--- config.mk ---
export PLATFORM = sky130hd
export DESIGN_NAME = tcmp_timer
export DESIGN_NICKNAME = d
export VERILOG_FILES = /design/src/common/tcmp_pkg.sv /design/src/rtl/tcmp_timer.sv /design/src/rtl/tcmp_prescaler.sv /design/src/rtl/tcmp_compare.sv
export VERILOG_INCLUDE_DIRS = /design/src /design/src/common
export SDC_FILE = /design/constraint.sdc
export NUM_CORES = 1
export LEC_CHECK = 0
export ABC_AREA = 0
export BUFFER_PORTS_ARGS = -buffer_cell sky130_fd_sc_hd__buf_2
export CORE_MARGIN = 2
export CORE_UTILIZATION = 55
export DETAILED_ROUTE_END_ITERATION = 10
export PLACE_DENSITY = 0.74
export SLEW_MARGIN = 20
export SYNTH_ARGS = -nofsm -noshare
export SYNTH_HDL_FRONTEND = slang
export SYNTH_SLANG_ARGS = --single-unit
--- constraint.sdc ---
create_clock -name clk -period 3.5 [get_ports clk]
set_clock_uncertainty 0.15 [all_clocks]
set_input_delay 0.175 -clock clk [delete_from_list [all_inputs] [get_ports clk]]
set_output_delay 0.175 -clock clk [all_outputs]
set_load 0.005 [all_outputs]
--- src/common/tcmp_defines.svh ---
// Constants for the sixteen-bit compare timer
`ifndef TCMP_DEFINES_SVH
`define TCMP_DEFINES_SVH
`define TCMP_ADDR_CNT_LOW 3'h0
`define TCMP_ADDR_CNT_HIGH 3'h1
`define TCMP_ADDR_CMP_LOW 3'h2
`define TCMP_ADDR_CMP_HIGH 3'h3
`define TCMP_ADDR_CTRL_B 3'h4
`define TCMP_ADDR_FLAGS 3'h5
`define TCMP_ADDR_MASK 3'h6
`define TCMP_CS_STOP 3'h0
`define TCMP_CS_DIV1 3'h1
`define TCMP_CS_DIV8 3'h2
`define TCMP_CS_DIV32 3'h3
`define TCMP_CS_DIV64 3'h4
`define TCMP_CS_DIV128 3'h5
`define TCMP_CS_DIV256 3'h6
`define TCMP_CS_DIV1024 3'h7
`define TCMP_PRE_MAX 10'h3ff
`define TCMP_TAP8 10'h007
`define TCMP_TAP32 10'h01f
`define TCMP_TAP64 10'h03f
`define TCMP_TAP128 10'h07f
`define TCMP_TAP256 10'h0ff
`define TCMP_TAP1024 10'h3ff
`define TCMP_CNT_ZERO 16'h0000
`define TCMP_CNT_ONES 16'hffff
`define TCMP_CNT_ONE 16'h0001
`define TCMP_BYTE_ZERO 8'h00
`define TCMP_BIT_OVF 0
`define TCMP_BIT_CMPA 1
`define TCMP_BIT_CTC 3
`define TCMP_CTRL_MASK 8'h0f
`endif

--- src/common/tcmp_pkg.sv ---
// Types for the sixteen-bit compare timer
package tcmp_pkg;
  // One CPU bus access
  typedef struct packed {
    logic rd;
    logic wr;
    logic [2:0] addr;
    logic [7:0] wdata;
  } tcmp_bus_t;
  // Interrupt acknowledges from the CPU
  typedef struct packed {
    logic ack_ovf;
    logic ack_cmpa;
  } tcmp_ack_t;
endpackage

--- src/rtl/tcmp_timer.sv ---
// Top of the sixteen-bit timer with one compare channel
// What this block and the CPU using it do
// One shared temporary high byte register
// Low byte write loads temp and low
// Counter low read copies high to temp
// Compare value reads bypass the temporary byte
// CPU writes high first, reads low first
// CPU masks interrupts around two-byte accesses
// CPU may reuse one high byte write
// Counter high location maps to temp
// Clock select zero stops the counter
// Each tick increments or clears counter
// Counter accessible with or without ticks
// CPU counter write beats count or clear
// Match sets compare flag at next tick
// Compare request when flag, enable and global flag set
// Servicing clears the compare flag
// Writing one clears compare flag
// Counter write blocks next tick's match
// Control B read and written directly
// Tick comes only from internal prescaler
// Select codes: stop,1,8,32,64,128,256,1024
// Clear on compare zeroes counter after match
// Overflow flag set, cleared by service/write
// Overflow request needs enable, global, flag
// Overflow is 0xffff wrapping to zero
`timescale 1ns/1ps
`default_nettype none
`include "tcmp_defines.svh"
module tcmp_timer
  import tcmp_pkg::*;
(
  input wire logic clk,
  input wire logic rst_b,
  input wire tcmp_pkg::tcmp_bus_t bus,
  input wire tcmp_pkg::tcmp_ack_t ack,
  input wire logic global_irq_enable,
  output logic [7:0] rdata,
  output logic compare_irq_a,
  output logic overflow_irq
);
  import tcmp_pkg::*;
  // ----------------------------------------
  // State
  // ----------------------------------------
  logic [15:0] counter_value; // Running count
  logic [15:0] compare_value_a; // Compare target
  logic [7:0] temp_high; // Shared temporary high byte
  logic [7:0] control_b; // Clear-on-compare and clock select
  logic compare_flag_a; // Sticky compare flag
  logic overflow_flag; // Sticky overflow flag
  logic compare_irq_enable_a; // Compare interrupt enable
  logic overflow_irq_enable; // Overflow interrupt enable
  logic ctc_pending; // Clear due one cycle after a match
  // Next values of the registers above
  logic [15:0] next_counter_value;
  logic [15:0] next_compare_value_a;
  logic [7:0] next_temp_high;
  logic [7:0] next_control_b;
  logic next_compare_flag_a;
  logic next_overflow_flag;
  logic next_compare_irq_enable_a;
  logic next_overflow_irq_enable;
  logic next_ctc_pending;
  logic [7:0] next_rdata;
  logic next_compare_irq_a;
  logic next_overflow_irq;
  logic timer_tick; // Selected tick pulse
  logic match_event; // Unblocked match on a tick
  logic cnt_write; // CPU writes counter low byte
  logic ovf_event; // Wrap from all ones
  // ----------------------------------------
  // Submodules
  // ----------------------------------------
  // Prescaler picks the tick from the clock select field
  tcmp_prescaler u_pre (
    .clk(clk),
    .rst_b(rst_b),
    .clock_select(control_b[2:0]),
    .timer_tick(timer_tick)
  );
  // Comparator, with the match blocked after a counter write
  tcmp_compare u_cmp (
    .clk(clk),
    .rst_b(rst_b),
    .counter_value(counter_value),
    .compare_value_a(compare_value_a),
    .timer_tick(timer_tick),
    .cnt_write(cnt_write),
    .match_event(match_event)
  );
  // ----------------------------------------
  // Next state
  // ----------------------------------------
  // One process works out every next value of the block
  always_comb
  begin
    // Counter low write, the trigger of a sixteen-bit counter load
    cnt_write = bus.wr && (bus.addr == `TCMP_ADDR_CNT_LOW);
    // Hold the counter, compare, temp, control and enable registers unless a branch below moves them
    next_counter_value = counter_value;
    next_compare_value_a = compare_value_a;
    next_temp_high = temp_high;
    next_control_b = control_b;
    next_compare_irq_enable_a = compare_irq_enable_a;
    next_overflow_irq_enable = overflow_irq_enable;
    // A match with clear on compare arms a clear for the next cycle
    next_ctc_pending = match_event && control_b[`TCMP_BIT_CTC];
    ovf_event = 1'b0;
    // Read data is zero unless a read selects a register
    next_rdata = `TCMP_BYTE_ZERO;
    // Counter update; CPU write wins
    if (cnt_write)
      next_counter_value = {temp_high, bus.wdata};
    else if (ctc_pending)
      next_counter_value = `TCMP_CNT_ZERO;
    else if (timer_tick)
    begin
      next_counter_value = counter_value + `TCMP_CNT_ONE;
      ovf_event = (counter_value == `TCMP_CNT_ONES);
    end
    // Register writes
    if (bus.wr)
    begin
      case (bus.addr)
        `TCMP_ADDR_CNT_HIGH: next_temp_high = bus.wdata;
        `TCMP_ADDR_CMP_HIGH: next_temp_high = bus.wdata;
        `TCMP_ADDR_CMP_LOW: next_compare_value_a = {temp_high, bus.wdata};
        `TCMP_ADDR_CTRL_B: next_control_b = bus.wdata & `TCMP_CTRL_MASK;
        `TCMP_ADDR_MASK:
        begin
          next_compare_irq_enable_a = bus.wdata[`TCMP_BIT_CMPA];
          next_overflow_irq_enable = bus.wdata[`TCMP_BIT_OVF];
        end
        default: next_temp_high = temp_high; // Counter low and flag writes handled elsewhere, address 7 ignored
      endcase
    end
    // Register reads
    if (bus.rd)
    begin
      case (bus.addr)
        `TCMP_ADDR_CNT_LOW:
        begin
          next_rdata = counter_value[7:0];
          next_temp_high = counter_value[15:8];
        end
        `TCMP_ADDR_CNT_HIGH: next_rdata = temp_high;
        `TCMP_ADDR_CMP_LOW: next_rdata = compare_value_a[7:0];
        `TCMP_ADDR_CMP_HIGH: next_rdata = compare_value_a[15:8];
        `TCMP_ADDR_CTRL_B: next_rdata = control_b;
        `TCMP_ADDR_FLAGS: next_rdata = {6'h00, compare_flag_a, overflow_flag};
        `TCMP_ADDR_MASK: next_rdata = {6'h00, compare_irq_enable_a, overflow_irq_enable};
        default: next_rdata = `TCMP_BYTE_ZERO;
      endcase
    end
    // Flags: a new event wins over any clear
    if (match_event)
      next_compare_flag_a = 1'b1;
    else if (ack.ack_cmpa)
      next_compare_flag_a = 1'b0;
    else if (bus.wr && bus.addr == `TCMP_ADDR_FLAGS && bus.wdata[`TCMP_BIT_CMPA])
      next_compare_flag_a = 1'b0;
    else
      next_compare_flag_a = compare_flag_a;
    // Overflow flag: a wrap wins over any clear
    if (ovf_event)
      next_overflow_flag = 1'b1;
    else if (ack.ack_ovf || (bus.wr && bus.addr == `TCMP_ADDR_FLAGS && bus.wdata[`TCMP_BIT_OVF]))
      next_overflow_flag = 1'b0;
    else
      next_overflow_flag = overflow_flag;
    // Interrupt requests
    next_compare_irq_a = next_compare_flag_a && next_compare_irq_enable_a && global_irq_enable;
    next_overflow_irq = next_overflow_flag && next_overflow_irq_enable && global_irq_enable;
  end
  // ----------------------------------------
  // Registers
  // ----------------------------------------
  // Only registers the next values; reset clears everything
  always_ff @(posedge clk or negedge rst_b)
  begin
    if (!rst_b)
    begin
      // Every register and output starts at zero
      counter_value <= `TCMP_CNT_ZERO;
      compare_value_a <= `TCMP_CNT_ZERO;
      temp_high <= `TCMP_BYTE_ZERO;
      control_b <= `TCMP_BYTE_ZERO;
      compare_flag_a <= 1'b0;
      overflow_flag <= 1'b0;
      compare_irq_enable_a <= 1'b0;
      overflow_irq_enable <= 1'b0;
      ctc_pending <= 1'b0;
      rdata <= `TCMP_BYTE_ZERO;
      compare_irq_a <= 1'b0;
      overflow_irq <= 1'b0;
    end
    else
    begin
      // Take the next values
      counter_value <= next_counter_value;
      compare_value_a <= next_compare_value_a;
      temp_high <= next_temp_high;
      control_b <= next_control_b;
      compare_flag_a <= next_compare_flag_a;
      overflow_flag <= next_overflow_flag;
      compare_irq_enable_a <= next_compare_irq_enable_a;
      overflow_irq_enable <= next_overflow_irq_enable;
      ctc_pending <= next_ctc_pending;
      rdata <= next_rdata;
      compare_irq_a <= next_compare_irq_a;
      overflow_irq <= next_overflow_irq;
    end
  end
endmodule
`default_nettype wire

--- src/rtl/tcmp_prescaler.sv ---
// Free running prescaler with tick selection
`timescale 1ns/1ps
`default_nettype none
`include "tcmp_defines.svh"
module tcmp_prescaler
  import tcmp_pkg::*;
(
  input wire logic clk,
  input wire logic rst_b,
  input wire logic [2:0] clock_select,
  output logic timer_tick
);
  // ----------------------------------------
  // Prescaler counter
  // ----------------------------------------
  logic [9:0] pre; // Free running count
  logic [9:0] next_pre;
  always_comb
  begin
    next_pre = pre + 10'h001;
  end
  always_ff @(posedge clk or negedge rst_b)
  begin
    if (!rst_b)
      pre <= 10'h000;
    else
      pre <= next_pre;
  end
  // ----------------------------------------
  // Tick selection (combinational pulse)
  // ----------------------------------------
  always_comb
  begin
    case (clock_select)
      `TCMP_CS_STOP: timer_tick = 1'b0;
      `TCMP_CS_DIV1: timer_tick = 1'b1;
      `TCMP_CS_DIV8: timer_tick = ((pre & `TCMP_TAP8) == `TCMP_TAP8);
      `TCMP_CS_DIV32: timer_tick = ((pre & `TCMP_TAP32) == `TCMP_TAP32);
      `TCMP_CS_DIV64: timer_tick = ((pre & `TCMP_TAP64) == `TCMP_TAP64);
      `TCMP_CS_DIV128: timer_tick = ((pre & `TCMP_TAP128) == `TCMP_TAP128);
      `TCMP_CS_DIV256: timer_tick = ((pre & `TCMP_TAP256) == `TCMP_TAP256);
      default: timer_tick = (pre == `TCMP_TAP1024);
    endcase
  end
endmodule
`default_nettype wire

--- src/rtl/tcmp_compare.sv ---
// Compare unit with match blocking after a counter write
`timescale 1ns/1ps
`default_nettype none
`include "tcmp_defines.svh"
module tcmp_compare
  import tcmp_pkg::*;
(
  input wire logic clk,
  input wire logic rst_b,
  input wire logic [15:0] counter_value,
  input wire logic [15:0] compare_value_a,
  input wire logic timer_tick,
  input wire logic cnt_write,
  output logic match_event
);
  // ----------------------------------------
  // Block latch for counter writes
  // ----------------------------------------
  logic block; // Suppress the match of the next tick
  logic next_block;
  logic equal;
  always_comb
  begin
    equal = (counter_value == compare_value_a);
    if (cnt_write)
      next_block = 1'b1;
    else if (timer_tick)
      next_block = 1'b0;
    else
      next_block = block;
    match_event = timer_tick && equal && !block && !cnt_write;
  end
  always_ff @(posedge clk or negedge rst_b)
  begin
    if (!rst_b)
      block <= 1'b0;
    else
      block <= next_block;
  end
endmodule
`default_nettype wire

Yosys cells after proc, flatten, opt, wreduce, memory -nomap -nowiden

Cells that the tools add are included.

Register bits after elaboration: 70
Word-level logic and storage cells: 82
Bits of input ports: 18
Output and inout bits: 10

$add $sub $neg: 2
Reductions and logical operators: 22
Equality and inequality tests: 20
Muxes and demuxes: 24

Operator list:

| operator                                                         | number |
|---|---|
| 8-bit one-hot mux with 7 select lines                            | 1 |
| 16-bit 2-to-1 mux                                                | 3 |
| 8-bit 2-to-1 mux                                                 | 5 |
| 3-bit == test (second input constant)                            | 7 |
| 16-bit by 1-bit adder with 16-bit output (second input constant) | 1 |
| 16-bit == test                                                   | 1 |
| 16-bit == test (second input constant)                           | 1 |
| 1-bit 2-to-1 mux                                                 | 14 |
| 3-bit by 2-bit == test with 1-bit output (second input constant) | 4 |
| 1-bit logical AND                                                | 12 |
| 10-bit by 1-bit adder with 10-bit output (second input constant) | 1 |
| 10-bit == test (second input constant)                           | 1 |
| 8-bit == test (second input constant)                            | 1 |
| 7-bit == test (second input constant)                            | 1 |
| 1-bit one-hot mux with 7 select lines                            | 1 |
| 3-bit by 1-bit == test with 1-bit output (second input constant) | 2 |
| 6-bit == test (second input constant)                            | 1 |
| 3-bit zero test                                                  | 2 |
| 5-bit == test (second input constant)                            | 1 |
| 2-bit AND reduction                                              | 2 |
| 3-bit nonzero test                                               | 1 |
| 1-bit zero test                                                  | 2 |
| 2-bit nonzero test                                               | 1 |
| 2-bit OR reduction                                               | 1 |
| 1-bit logical OR                                                 | 1 |

Longest topological paths before layout

Gate-level depths: netlist (run 1).

Depth in word-level cells: 8
Mapped depth: 10
Gate-level depth less buffers: 8

Hierarchy

From an unflattened synthesis (run 1), not the netlist that was laid out.

Cell total of the unflattened synthesis: 317
Area, all modules: 3727.3 sq um

Modules (own cells, without submodules):

| module         | instances | cells an instance | seq. area each (sq um) | area each (sq um) |
|---|---|---|---|---|
| tcmp_timer     | 1         | 251               | 1476.4                 | 3034.2 |
| tcmp_prescaler | 1         | 41                | 250.2                  | 473.0 |
| tcmp_compare   | 1         | 25                | 25.0                   | 220.2 |

Least setup slack after synthesis (run 1)

OpenSTA, ideal clock, no wires.

Path type: register to register
Start point: register u_pre.pre[0]
End point: register counter_value[5]
Arrival time: 2022 ps
Setup slack: 1202 ps
Setup time: 126 ps
Stages on the path, launching flop included: 10
Clock period less this slack: 2298 ps
Buffers on the path: 1
Required time: 3224 ps
Cell sequence: dfrtp_1 -> ha_1 -> and3_1 -> ha_1 -> nand2b_1 -> a21oi_1 -> o22ai_2 -> buf_6 -> and3_1 -> a221o_1

Cells in the longest elaborated chain, start to end: 3
Elaborated cells between the ends (all ways): 8
Those cells by class: 6 x eq/ne; 1 x mux; 1 x reduce/logical

RTL lines:

| element                                                       | line                 | RTL |
|---|---|---|
| from (decl)                                                   | tcmp_prescaler.sv:16 | `logic [9:0] pre;` |
| from (signal assigned)                                        | tcmp_prescaler.sv:27 | `pre <= next_pre;` |
| 10-bit == test (no source line), or another cell as far along | --                   |  |
| 1-bit one-hot mux with 7 select lines *                       | tcmp_prescaler.sv:34 | `case (clock_select)` |
| 3-bit nonzero test (no source line) *                         | --                   |  |
| to (signal assigned)                                          | tcmp_timer.sv:185    | `` counter_value <= `TCMP_CNT_ZERO; `` |
| to (signal assigned)                                          | tcmp_timer.sv:201    | `counter_value <= next_counter_value;` |
| to (decl)                                                     | tcmp_timer.sv:46     | `logic [15:0] counter_value;` |

Mark *: on every way between the ends. The rest lies on a longest branch, timed or not.
A chain may end at the register's enable or synchronous reset.

Worst setup path in the final report (run 1)

Start point: register u_pre.pre[0]
End point: register counter_value[11]

The elaborated chain is that of the path after synthesis.

==> results of run 1 <==
==> sequential cells by signal, summed over array words and instances (netlist names), 4 cells and up <==
| signal | count |
|---|---|
| compare_value_a | 16 |
| control_b | 4 |
| counter_value | 16 |
| rdata | 8 |
| temp_high | 8 |
| u_pre.pre | 10 |
==> critical path: stages, from the launching register on <==
cell and delay (ns):
dfrtp_1 0.40, ha_1 0.23, and3_1 0.19, ha_1 0.16, nand2b_1 0.13, a21oi_1 0.32
o22a_1 0.60, a22oi_1 0.17, o2bb2a_1 0.32
==> through the flow <==
step           hold slack (ns)  power [mW]  utilization (%)  instances
2_1_floorplan           -0.271        1.47                -        341
3_3_place_gp             0.231        1.61             59.2        435
3_5_place_dp             0.220        1.63             59.2        435
4_1_cts                 0.0974        2.30             63.8        462
5_1_grt                  0.116        2.41             63.8        462
6_report                 0.116        2.30             63.8        462
==> layer usage <==
layer,routed length [microns],track usage [%],up-vias
li1,-,-,1331
met1,3930,34.5,1421
met2,4270,39.2,131
met3,566,5.97,24
met4,244,10.9,0
met5,0,0,-
==> power by group through the flow <==
| stage | logic, mW | clock network, mW | registers, mW |
|---|---|---|---|
| global placement | 0.470 | 0 | 1.14 |
| global route | 0.550 | 0.700 | 1.16 |
| finish | 0.497 | 0.661 | 1.14 |
| floorplan | 0.395 | 0 | 1.08 |
| CTS | 0.496 | 0.665 | 1.13 |
| detailed placement | 0.482 | 0 | 1.15 |
==> area by class of cell <==
class,count,area [sq um]
Inverter,6,22.5
Fill cell,507,2430
Sequential cell,70,1750
Multi-Input combinational cell,245,1910
Clock buffer,11,141
Tap cell,80,100
Timing Repair Buffer,45,298
Clock inverter,5,58.8
==> what timing repair did <==
item,4_1_cts,5_1_grt
setup endpoints to repair,0,0
hold buffers,11,0
endpoints found under the hold margin,61,0
==> path summary, 6_finish.rpt <==
check / start / to / cells after the start
setup / recovery: u_pre.pre[0] / counter_value[11] / 8
hold / removal: bus[10] / rdata[2] / 3
setup reg to reg: u_pre.pre[0] / counter_value[11] / 8
hold reg to reg: u_pre.pre[0] / u_pre.pre[0] / 1
max in group asynchronous: rst_b / compare_value_a[15] / 3
min in group asynchronous: rst_b / rdata[1] / 2
==> kinds of logic (layout without fill, tap and decap cells) <==
kind of cell	count (synthesis)	count (layout)	share of synthesized area [%]
buf+inv	26	67	3.57
compound gates	64	64	13.1
simple gates	113	113	16.3
mux	41	41	14.2
fa+ha+maj	4	4	1.32
flops	70	70	46.3
xor+xnor	23	23	5.32
==> cell usage in the layout, fill, tap and decap left out, types with 5 or more instances in the layout <==
master,count
dfrtp_1,70
nand2_1,31
buf_2,27
mux2_2,21
nand3_1,18
xor2_1,16
o21ai_0,16
mux2i_1,12
and3_1,11
dlygate4sd3_1,11
clkbuf_8,10
nor3_1,9
nor2_1,8
mux4_2,8
a22oi_1,8
xnor2_1,7
buf_4,7
inv_1,6
nand2b_1,6
nor2b_1,5
a21oi_1,5
==> results_dict.tcl, run 1 <==
set metrics [dict create \
    status "completed" \
    hold_viol_final 0 \
    h-tree-depth 3 \
    min_path_type "input pin to flop" \
    globalplace.congestion 0.925 \
    io_buffers 27 \
    slew_violations 0 \
    post-cts-setup-buffers 0 \
    rrSetupSlack_ns 0.69 \
    syn-num-nets 363 \
    core_area_sq_um 6720 \
    cp_max_fo 17 \
    viasPerCell 6.29 \
    numCtsBuffers 9 \
    start_kind "flop" \
    clkSinkCount 70 \
    wirelength_mm 9.01 \
    ys_ff_latch 70 \
    path_clk_slew_ns 0.07 \
    drv_cap 0 \
    period_share_pct 80.3 \
    antenna_found_initial 0 \
    wire_per_inst_microns 19.5 \
    area_growth_pct 13.2 \
    crit_type "flop to flop" \
    netlist.area_leader.share_pct 46.3 \
    die_h_microns 87.0 \
    ioPinCount 28 \
    ant_nets 0 \
    synth-async-reset-ratio_pct 100 \
    synthCells 341 \
    synth_seq_area_share_pct 46.3 \
    arrival_ns 2.89 \
    worstMarginPinSlew_ns 0.958 \
    setup_slack_ns 0.690 \
    die-width_microns 87.0 \
    final_area_sq_um 4290 \
    endpoint_kind "flop" \
    cts_tree "yes" \
    fin_nets 399 \
    root_buffer "clkbuf_8" \
    ctsResizeCount 0 \
    ys.flop_type "dfrtp_1" \
    synth_top_cell_by_area "dfrtp_1" \
    drc 0 \
    setup_viol 0 \
    post-place-ws_ns 0.710 \
    rsz0062_at_grt "false" \
    tns_ns 0 \
    drt_iter0_drc 301 \
    synth_edf_count 0 \
    synthTopCellsByCount "dfrtp_1, nand2_1, mux2_2" \
    ir_worst_vdd_v 0.000252 \
    via_count 2907 \
    die_area_sq_um 7560 \
    ctsLongestPathBuffers 2 \
    track_usage_pct 25.5 \
    place_hpwl_mm 6.11 \
    n_antenna_cell 0 \
    initial_core_util_pct 56.4 \
    gr-total-overflow 0 \
    netlist_top_cells_area "dfrtp_1, mux2_2, mux4_2" \
    finalCriticalPeriod_ns 2.81 \
    worstSkewPairLatency_ns 0.35 \
    worst_ep_required_time_ns 3.58 \
    switching_share_pct 31.9 \
    avgSynthCellArea_sq_um 11.1 \
    p_comb_share_pct 21.6 \
    grt_max_degree 43 \
    placed_cell_area_sq_um 3980 \
    power.internal_mw 1.57 \
    yosysMostFrequentCell "dfrtp_1" \
    grt_pass1_wl_mm 14.5 \
    synth_cell_type_count 56 \
    p_clk_share_pct 28.8 \
    seqPwrFrac_pct 49.6 \
    switchingPower_mw 0.733 \
    power_density_nw_per_um2 536 \
    row_count 30 \
    p_leak_nw 1.98 \
    synth_area_sq_um 3790 \
    max_freq_ghz 0.356 \
    synth_warnings 0 \
    grt_pass1_vias 2906 \
    timing.slew.headroom_pct 36.1 \
    drt_pre_antenna_iters 5 \
    drive_above_1_share_pct 22.8 \
]
Power figures use the tool's default switching activity.
==> run 2: changes to the inputs <==
ABC_AREA = 1   (was 0)
clock period = 2.8 ns   (was 3.5 ns; I/O delays follow)
==> run 2 against run 1 <==
Register-to-register slack got worse by 0.37 ns. Sequential cell count unchanged. Die area increased by 1.3%. Combinational power increased by 97%. Setup slack got worse by 0.37 ns. Final area increased by 0.67%. Non-clock buffer count decreased by 2. Via count increased by 19%.
==> results_dict.tcl, run 2 <==
set metrics [dict create \
    start_kind "flop" \
    ys_ff_latch 70 \
    synth_cell_type_count 38 \
    viasPerCell 5.65 \
    hold_viol_final 0 \
    wl_met3_microns 616 \
    place_hpwl_mm 7.11 \
    crit_type "flop to flop" \
    crit_slowest_cell "dlygate4sd3_1" \
    h-tree-depth 3 \
    route.met2.wl_mm 4.57 \
    grt_pass1_wl_mm 16.0 \
    grt_max_degree 71 \
    path_cells "ha_1 -> nand2_1 -> nor3_2 -> nand3_1 -> inv_1 -> nand3_1 -> a21oi_1 -> dlygate4sd3_1" \
    syn-num-nets 508 \
    initial_core_util_pct 56.8 \
    min_path_type "input pin to flop" \
    largestRegisters "compare_value_a (16), counter_value (16), u_pre.pre (10)" \
    timing.slew.headroom_pct 59.5 \
    track_usage_pct 27.6 \
    fillerInstances 638 \
    yosysMostFrequentCell "nand2_1" \
    synthTopCellsByCount "nand2_1, dfrtp_1, inv_1" \
    drt_iter0_drc 380 \
    final_util_pct 63.9 \
    netlist_top_cells_area "dfrtp_1, nand2_1, inv_1" \
    ctsResizeCount 0 \
    cpPeakStageDelay_ns 0.56 \
    synth_top_cell_by_area "dfrtp_1" \
    core_area_sq_um 6760 \
    ir_worst_vdd_v 0.000346 \
    n_antenna_cell 0 \
    arrival_ns 2.61 \
    setup_slack_ns 0.319 \
    row_count 30 \
    power_density_nw_per_um2 730 \
    switching_share_pct 39.3 \
    post-place-ws_ns 0.582 \
    switchingPower_mw 1.24 \
    netlist.area_leader.share_pct 45.6 \
    m1WireLength_mm 4.51 \
    grt_pass1_vias 3148 \
    io_buffers 27 \
    p_clk_share_pct 22.0 \
    critPathTopFamily "simple AND/OR/NAND/NOR gates" \
    cp_max_fo 6 \
    p_leak_nw 2.18 \
    path_clk_slew_ns 0.08 \
    ant_nets 0 \
    final_common_cell "nand2_1" \
    synth_seq_area_share_pct 45.6 \
    finalCriticalPeriod_ns 2.48 \
    rsz0062_at_grt "false" \
    avgSynthCellArea_sq_um 7.90 \
    period_share_pct 88.6 \
    ys.flop_type "dfrtp_1" \
    drc 0 \
    power.internal_mw 1.91 \
    drive_above_1_share_pct 14.8 \
    fin_nets 552 \
    slew_violations 0 \
    via_count 3468 \
    drt_pre_antenna_iters 5 \
    worst_ep_required_time_ns 2.93 \
    clkSinkCount 70 \
    rrSetupSlack_ns 0.32 \
    seqPwrFrac_pct 46.9 \
    tns_ns 0 \
    synth_warnings 0 \
    worstMarginPinSlew_ns 0.607 \
    worst_path_most_repeated_cell "nand3_1" \
    wirelength_mm 9.94 \
    worstSkewPairLatency_ns 0.35 \
    endpoint_kind "flop" \
    die-width_microns 87.6 \
    synth_edf_count 0 \
    setup_viol 0 \
    numCtsBuffers 9 \
    p_comb_share_pct 31.1 \
    synthCells 486 \
    die_h_microns 87.6 \
    globalplace.congestion 0.961 \
    drv_cap 0 \
    max_freq_ghz 0.403 \
    synth-async-reset-ratio_pct 100 \
    wire_per_inst_microns 16.2 \
    die_area_sq_um 7670 \
    final_cell_mix "nand2_1, dfrtp_1, inv_1, o21ai_0, nor2_1" \
    gr-total-overflow 0 \
    synth_area_sq_um 3840 \
    root_buffer "clkbuf_8" \
    status "completed" \
    antenna_found_initial 0 \
    path_buf_inv 2 \
    cts_tree "yes" \
    ctsLongestPathBuffers 2 \
    ioPinCount 28 \
    top_layer "met4" \
    area_growth_pct 12.4 \
]
run 2: cells by family after synthesis:
| group | after synthesis | share of synthesized area, % |
|---|---|---|
| buffers and inverters | 81 | 9.16 |
| flip-flops | 70 | 45.6 |
| adder cells (fa/ha/maj) | 4 | 1.30 |
| multiplexers | 1 | 0.293 |
| XOR/XNOR | 16 | 3.65 |
| AO/OA/AOI/OAI | 100 | 15.5 |
| AND/OR/NAND/NOR | 214 | 24.5 |
run 2: power groups by stage:
stage                     combinational (mW)  sequential [mW]  clock, mW
after floorplan                        0.765             1.41          0
after global placement                 0.929             1.48          0
after detailed placement               0.949             1.48          0
after CTS                              0.971             1.47      0.705
after global routing                    1.11             1.50      0.750
final                                  0.979             1.48      0.692
run 2: routing by layer:
metal  global-route usage, %  up-vias
met1                    39.7     1635
met5                       0        -
met3                    4.15       25
li1                        -     1668
met4                    11.3        0
met2                    42.1      140
run 2: cell type report:
cell class              instances  area, sq um  share of cell area (%)
clock buffers                  10          128                    2.96
inverters                      71          272                    6.29
multi-input cells             335         1740                    40.2
flip-flops and latches         70         1750                    40.6
repair buffers                 43          300                    6.96
clock inverters                 5         27.5                   0.638
well taps                      80          100                    2.32
run 2: worst paths after layout:
kind                             startpoint          endpoint  cells after the start
min reg2reg                    u_pre.pre[7]      u_pre.pre[7]                      1
min in group asynchronous             rst_b      temp_high[7]                      3
max                        counter_value[0]      overflow_irq                      8
min                                  bus[0]      control_b[0]                      3
max reg2reg                counter_value[0]      overflow_irq                      8
max in group asynchronous             rst_b  counter_value[2]                      3
run 2: per-stage QoR:
step	std cells	cell area, sq um	total power, mW	hold WS, ns
final	614	4320	3.15	0.0239
after global routing	614	4320	3.37	0.0426
after CTS	614	4320	3.14	0.0145
after detailed placement	586	4030	2.43	0.0433
after global placement	586	4030	2.41	0.0431
after floorplan	486	3840	2.17	-0.306
run 2: what timing repair did:
action,4_1_cts,5_1_grt
hold endpoints to repair,85,0
endpoints found under the setup margin,0,0
setup buffers,0,0
hold buffers,13,0
run 2: worst register-to-register path, stage by stage, from the launching register on:
cell and delay (ns):
dfrtp_1 0.44, ha_1 0.19, nand2_1 0.13, nor3_2 0.39, nand3_1 0.17, inv_1 0.13
nand3_1 0.11, a21oi_1 0.15, dlygate4sd3_1 0.56
==> run 3: changes to the inputs <==
PLACE_DENSITY = 0.72   (was 0.74)
RECOVER_POWER = 50   (was default)
SYNTH_HIERARCHICAL = 1   (was default)
==> run 3 against run 2 <==
The flow now finishes with violations (capacitance limit, slew limit). Cell count up 12%. Total power down 2.3%. Count of clock-buffer cells in the layout unchanged. Sequential cell count unchanged. Hold slack better by 0.030 ns. Synthesized area up 4.0%. Highest routed layer unchanged.
==> results_dict.tcl, run 3 <==
set metrics [dict create \
    placed_cell_area_sq_um 4230 \
    n_antenna_cell 0 \
    endpoint_kind "flop" \
    drv_cap 1 \
    grt_max_degree 40 \
    netlist.area_leader.share_pct 43.8 \
    ctsResizeCount 0 \
    die-width_microns 89.2 \
    numCtsBuffers 9 \
    io_buffers 27 \
    hold_viol_final 0 \
    ant_nets 0 \
    drive_above_1_share_pct 9.52 \
    gr-total-overflow 0 \
    post-cts-setup-buffers 0 \
    antenna_found_initial 0 \
    grt_pass1_wl_mm 17.0 \
    final_common_cell "nand2_1" \
    synth_top_cell_by_area "dfrtp_1" \
    ctsLongestPathBuffers 2 \
    crit_slowest_cell "dfrtp_1" \
    place_hpwl_mm 7.54 \
    synth_top_family_by_area "simple AND/OR/NAND/NOR gates" \
    die_h_microns 89.2 \
    globalplace.congestion 0.928 \
    synth.mux.area_fraction_pct 0.846 \
    final_cell_mix "nand2_1, inv_1, dfrtp_1, nor2_1, nand3_1" \
    p_leak_nw 2.31 \
    setup_viol 0 \
    synth_compound_area_share_pct 11.8 \
    start_kind "flop" \
    synth-xor-area-share_pct 1.97 \
    ioPinCount 28 \
    viasPerCell 5.36 \
    clkSinkCount 70 \
    ir_worst_vdd_v 0.000352 \
    syn-num-nets 562 \
    tns_ns 0 \
    via_count 3681 \
    wirelength_mm 10.4 \
    root_buffer "clkbuf_8" \
    die_area_sq_um 7960 \
    worstMarginPinSlew_ns 1.79 \
    min_path_type "input pin to flop" \
    area_growth_pct 11.8 \
    synth-simple-area-share_pct 30.9 \
    wire_per_inst_microns 15.1 \
    fin_nets 605 \
    ys_ff_latch 70 \
    hold_buffers 12 \
    cts_tree "yes" \
    track_usage_pct 28.6 \
    synth_cell_type_count 38 \
    finalCriticalPeriod_ns 2.42 \
    rsz0062_at_grt "false" \
    worstSkewPairLatency_ns 0.36 \
    synth_warnings 6 \
    h-tree-depth 3 \
    synth_area_sq_um 4000 \
    synthCells 540 \
    period_share_pct 86.3 \
    status "finished, violations left" \
    crit_type "flop to flop" \
    cpPeakStageDelay_ns 0.40 \
    synth-async-reset-ratio_pct 100 \
    row_count 31 \
    final_area_sq_um 4470 \
    cp_max_fo 25 \
    yosysMostFrequentCell "nand2_1" \
    synthTopCellsByCount "nand2_1, inv_1, dfrtp_1" \
    synth_seq_area_share_pct 43.8 \
    path_clk_slew_ns 0.08 \
    path_cells "ha_1 -> inv_1 -> nor2_1 -> ha_1 -> o221ai_1 -> nand2_1 -> inv_1 -> nand3_4 -> inv_1 -> nand2_1 -> nand2_1" \
    whs_ns 0.0536 \
    ys.flop_type "dfrtp_1" \
    worst_ep_required_time_ns 2.95 \
    max_freq_ghz 0.414 \
    largestRegisters "compare_value_a (16), counter_value (16), u_pre/pre (10)" \
    timing.slew.headroom_pct -19.2 \
    slew_violations 32 \
    drt_pre_antenna_iters 5 \
    arrival_ns 2.57 \
    synth_fa_ha_area_share_pct 1.25 \
    core_area_sq_um 7140 \
    netlist_top_cells_area "dfrtp_1, nand2_1, inv_1" \
    failed_checks "capacitance limit, slew limit" \
    initial_core_util_pct 56.0 \
    grt_pass1_vias 3335 \
    drc 0 \
    drt_iter0_drc 371 \
    power_density_nw_per_um2 689 \
    avgSynthCellArea_sq_um 7.40 \
    synth_edf_count 0 \
]
## run 3: changes by cell type after synthesis, sizes merged, moves of 9 or more
cell / previous run / this run
o21ai: 59 / 37
nor2: 39 / 48
nand3: 27 / 38
o22ai: 15 / 5
nand2: 137 / 180
xnor2: 11 / 1
a21oi: 10 / 19
inv: 71 / 82
## run 3: metal layers
metal,GRT usage [%],routed length (microns),vias up
met5,0,0,-
met4,8.55,204,0
met3,5.72,763,21
met2,44.4,4770,143
met1,40.5,4630,1704
li1,-,-,1813
## run 3: report_power, final
group / internal [mW] / switching (mW) / total, mW / leakage (nW)
clock network: 0.340 / 0.402 / 0.742 / 0.0841
registers: 1.20 / 0.291 / 1.49 / 0.867
logic: 0.328 / 0.515 / 0.844 / 1.36
## run 3: cell families (layout without fill, tap and decap cells)
logic type / Yosys count / count (layout)
flops: 70 / 70
buf+inv: 93 / 141
simple gates: 282 / 282
mux: 3 / 3
xor+xnor: 9 / 9
fa+ha+maj: 4 / 4
compound gates: 79 / 79
## run 3: critical path, delay by kind of cell, from the launching register on
| kind | cells | cell delay (ns) |
|---|---|---|
| simple gates | 5 | 0.70 |
| flops | 1 | 0.40 |
| compound gates | 1 | 0.21 |
| buf+inv | 3 | 0.48 |
| fa+ha+maj | 2 | 0.41 |
## run 3: final cells by class
cell class | count | area [sq um]
inverters | 83 | 313
fillers | 661 | 2670
multi-input cells | 377 | 1820
well taps | 99 | 124
clock buffers | 10 | 138
repair buffers | 42 | 279
flip-flops and latches | 70 | 1750
clock inverters | 6 | 37.5
## run 3: worst paths after layout
check,startpoint,to,slack (ns),cells past startpoint
worst max-delay path,u_pre/pre[0],counter_value[0],0.38,11
worst min-delay path,bus[12],rdata[2],0.05,3
worst max register to register,u_pre/pre[0],counter_value[0],0.38,11
worst min register to register,u_pre/pre[0],u_pre/pre[0],0.31,1
max in group asynchronous,rst_b,compare_value_a[0],0.82,2
min in group asynchronous,rst_b,compare_value_a[4],0.65,2
## run 3: through the flow
step / util, % / setup slack (ns) / instances / total power [mW]
CTS: 63.4 / 0.368 / 687 / 3.08
detailed placement: 59.2 / 0.407 / 659 / 2.32
global placement: 59.2 / 0.537 / 659 / 2.29
finish: 62.6 / 0.383 / 687 / 3.08
global route: 62.6 / 0.130 / 687 / 3.30
floorplan: - / 0.751 / 540 / 2.03
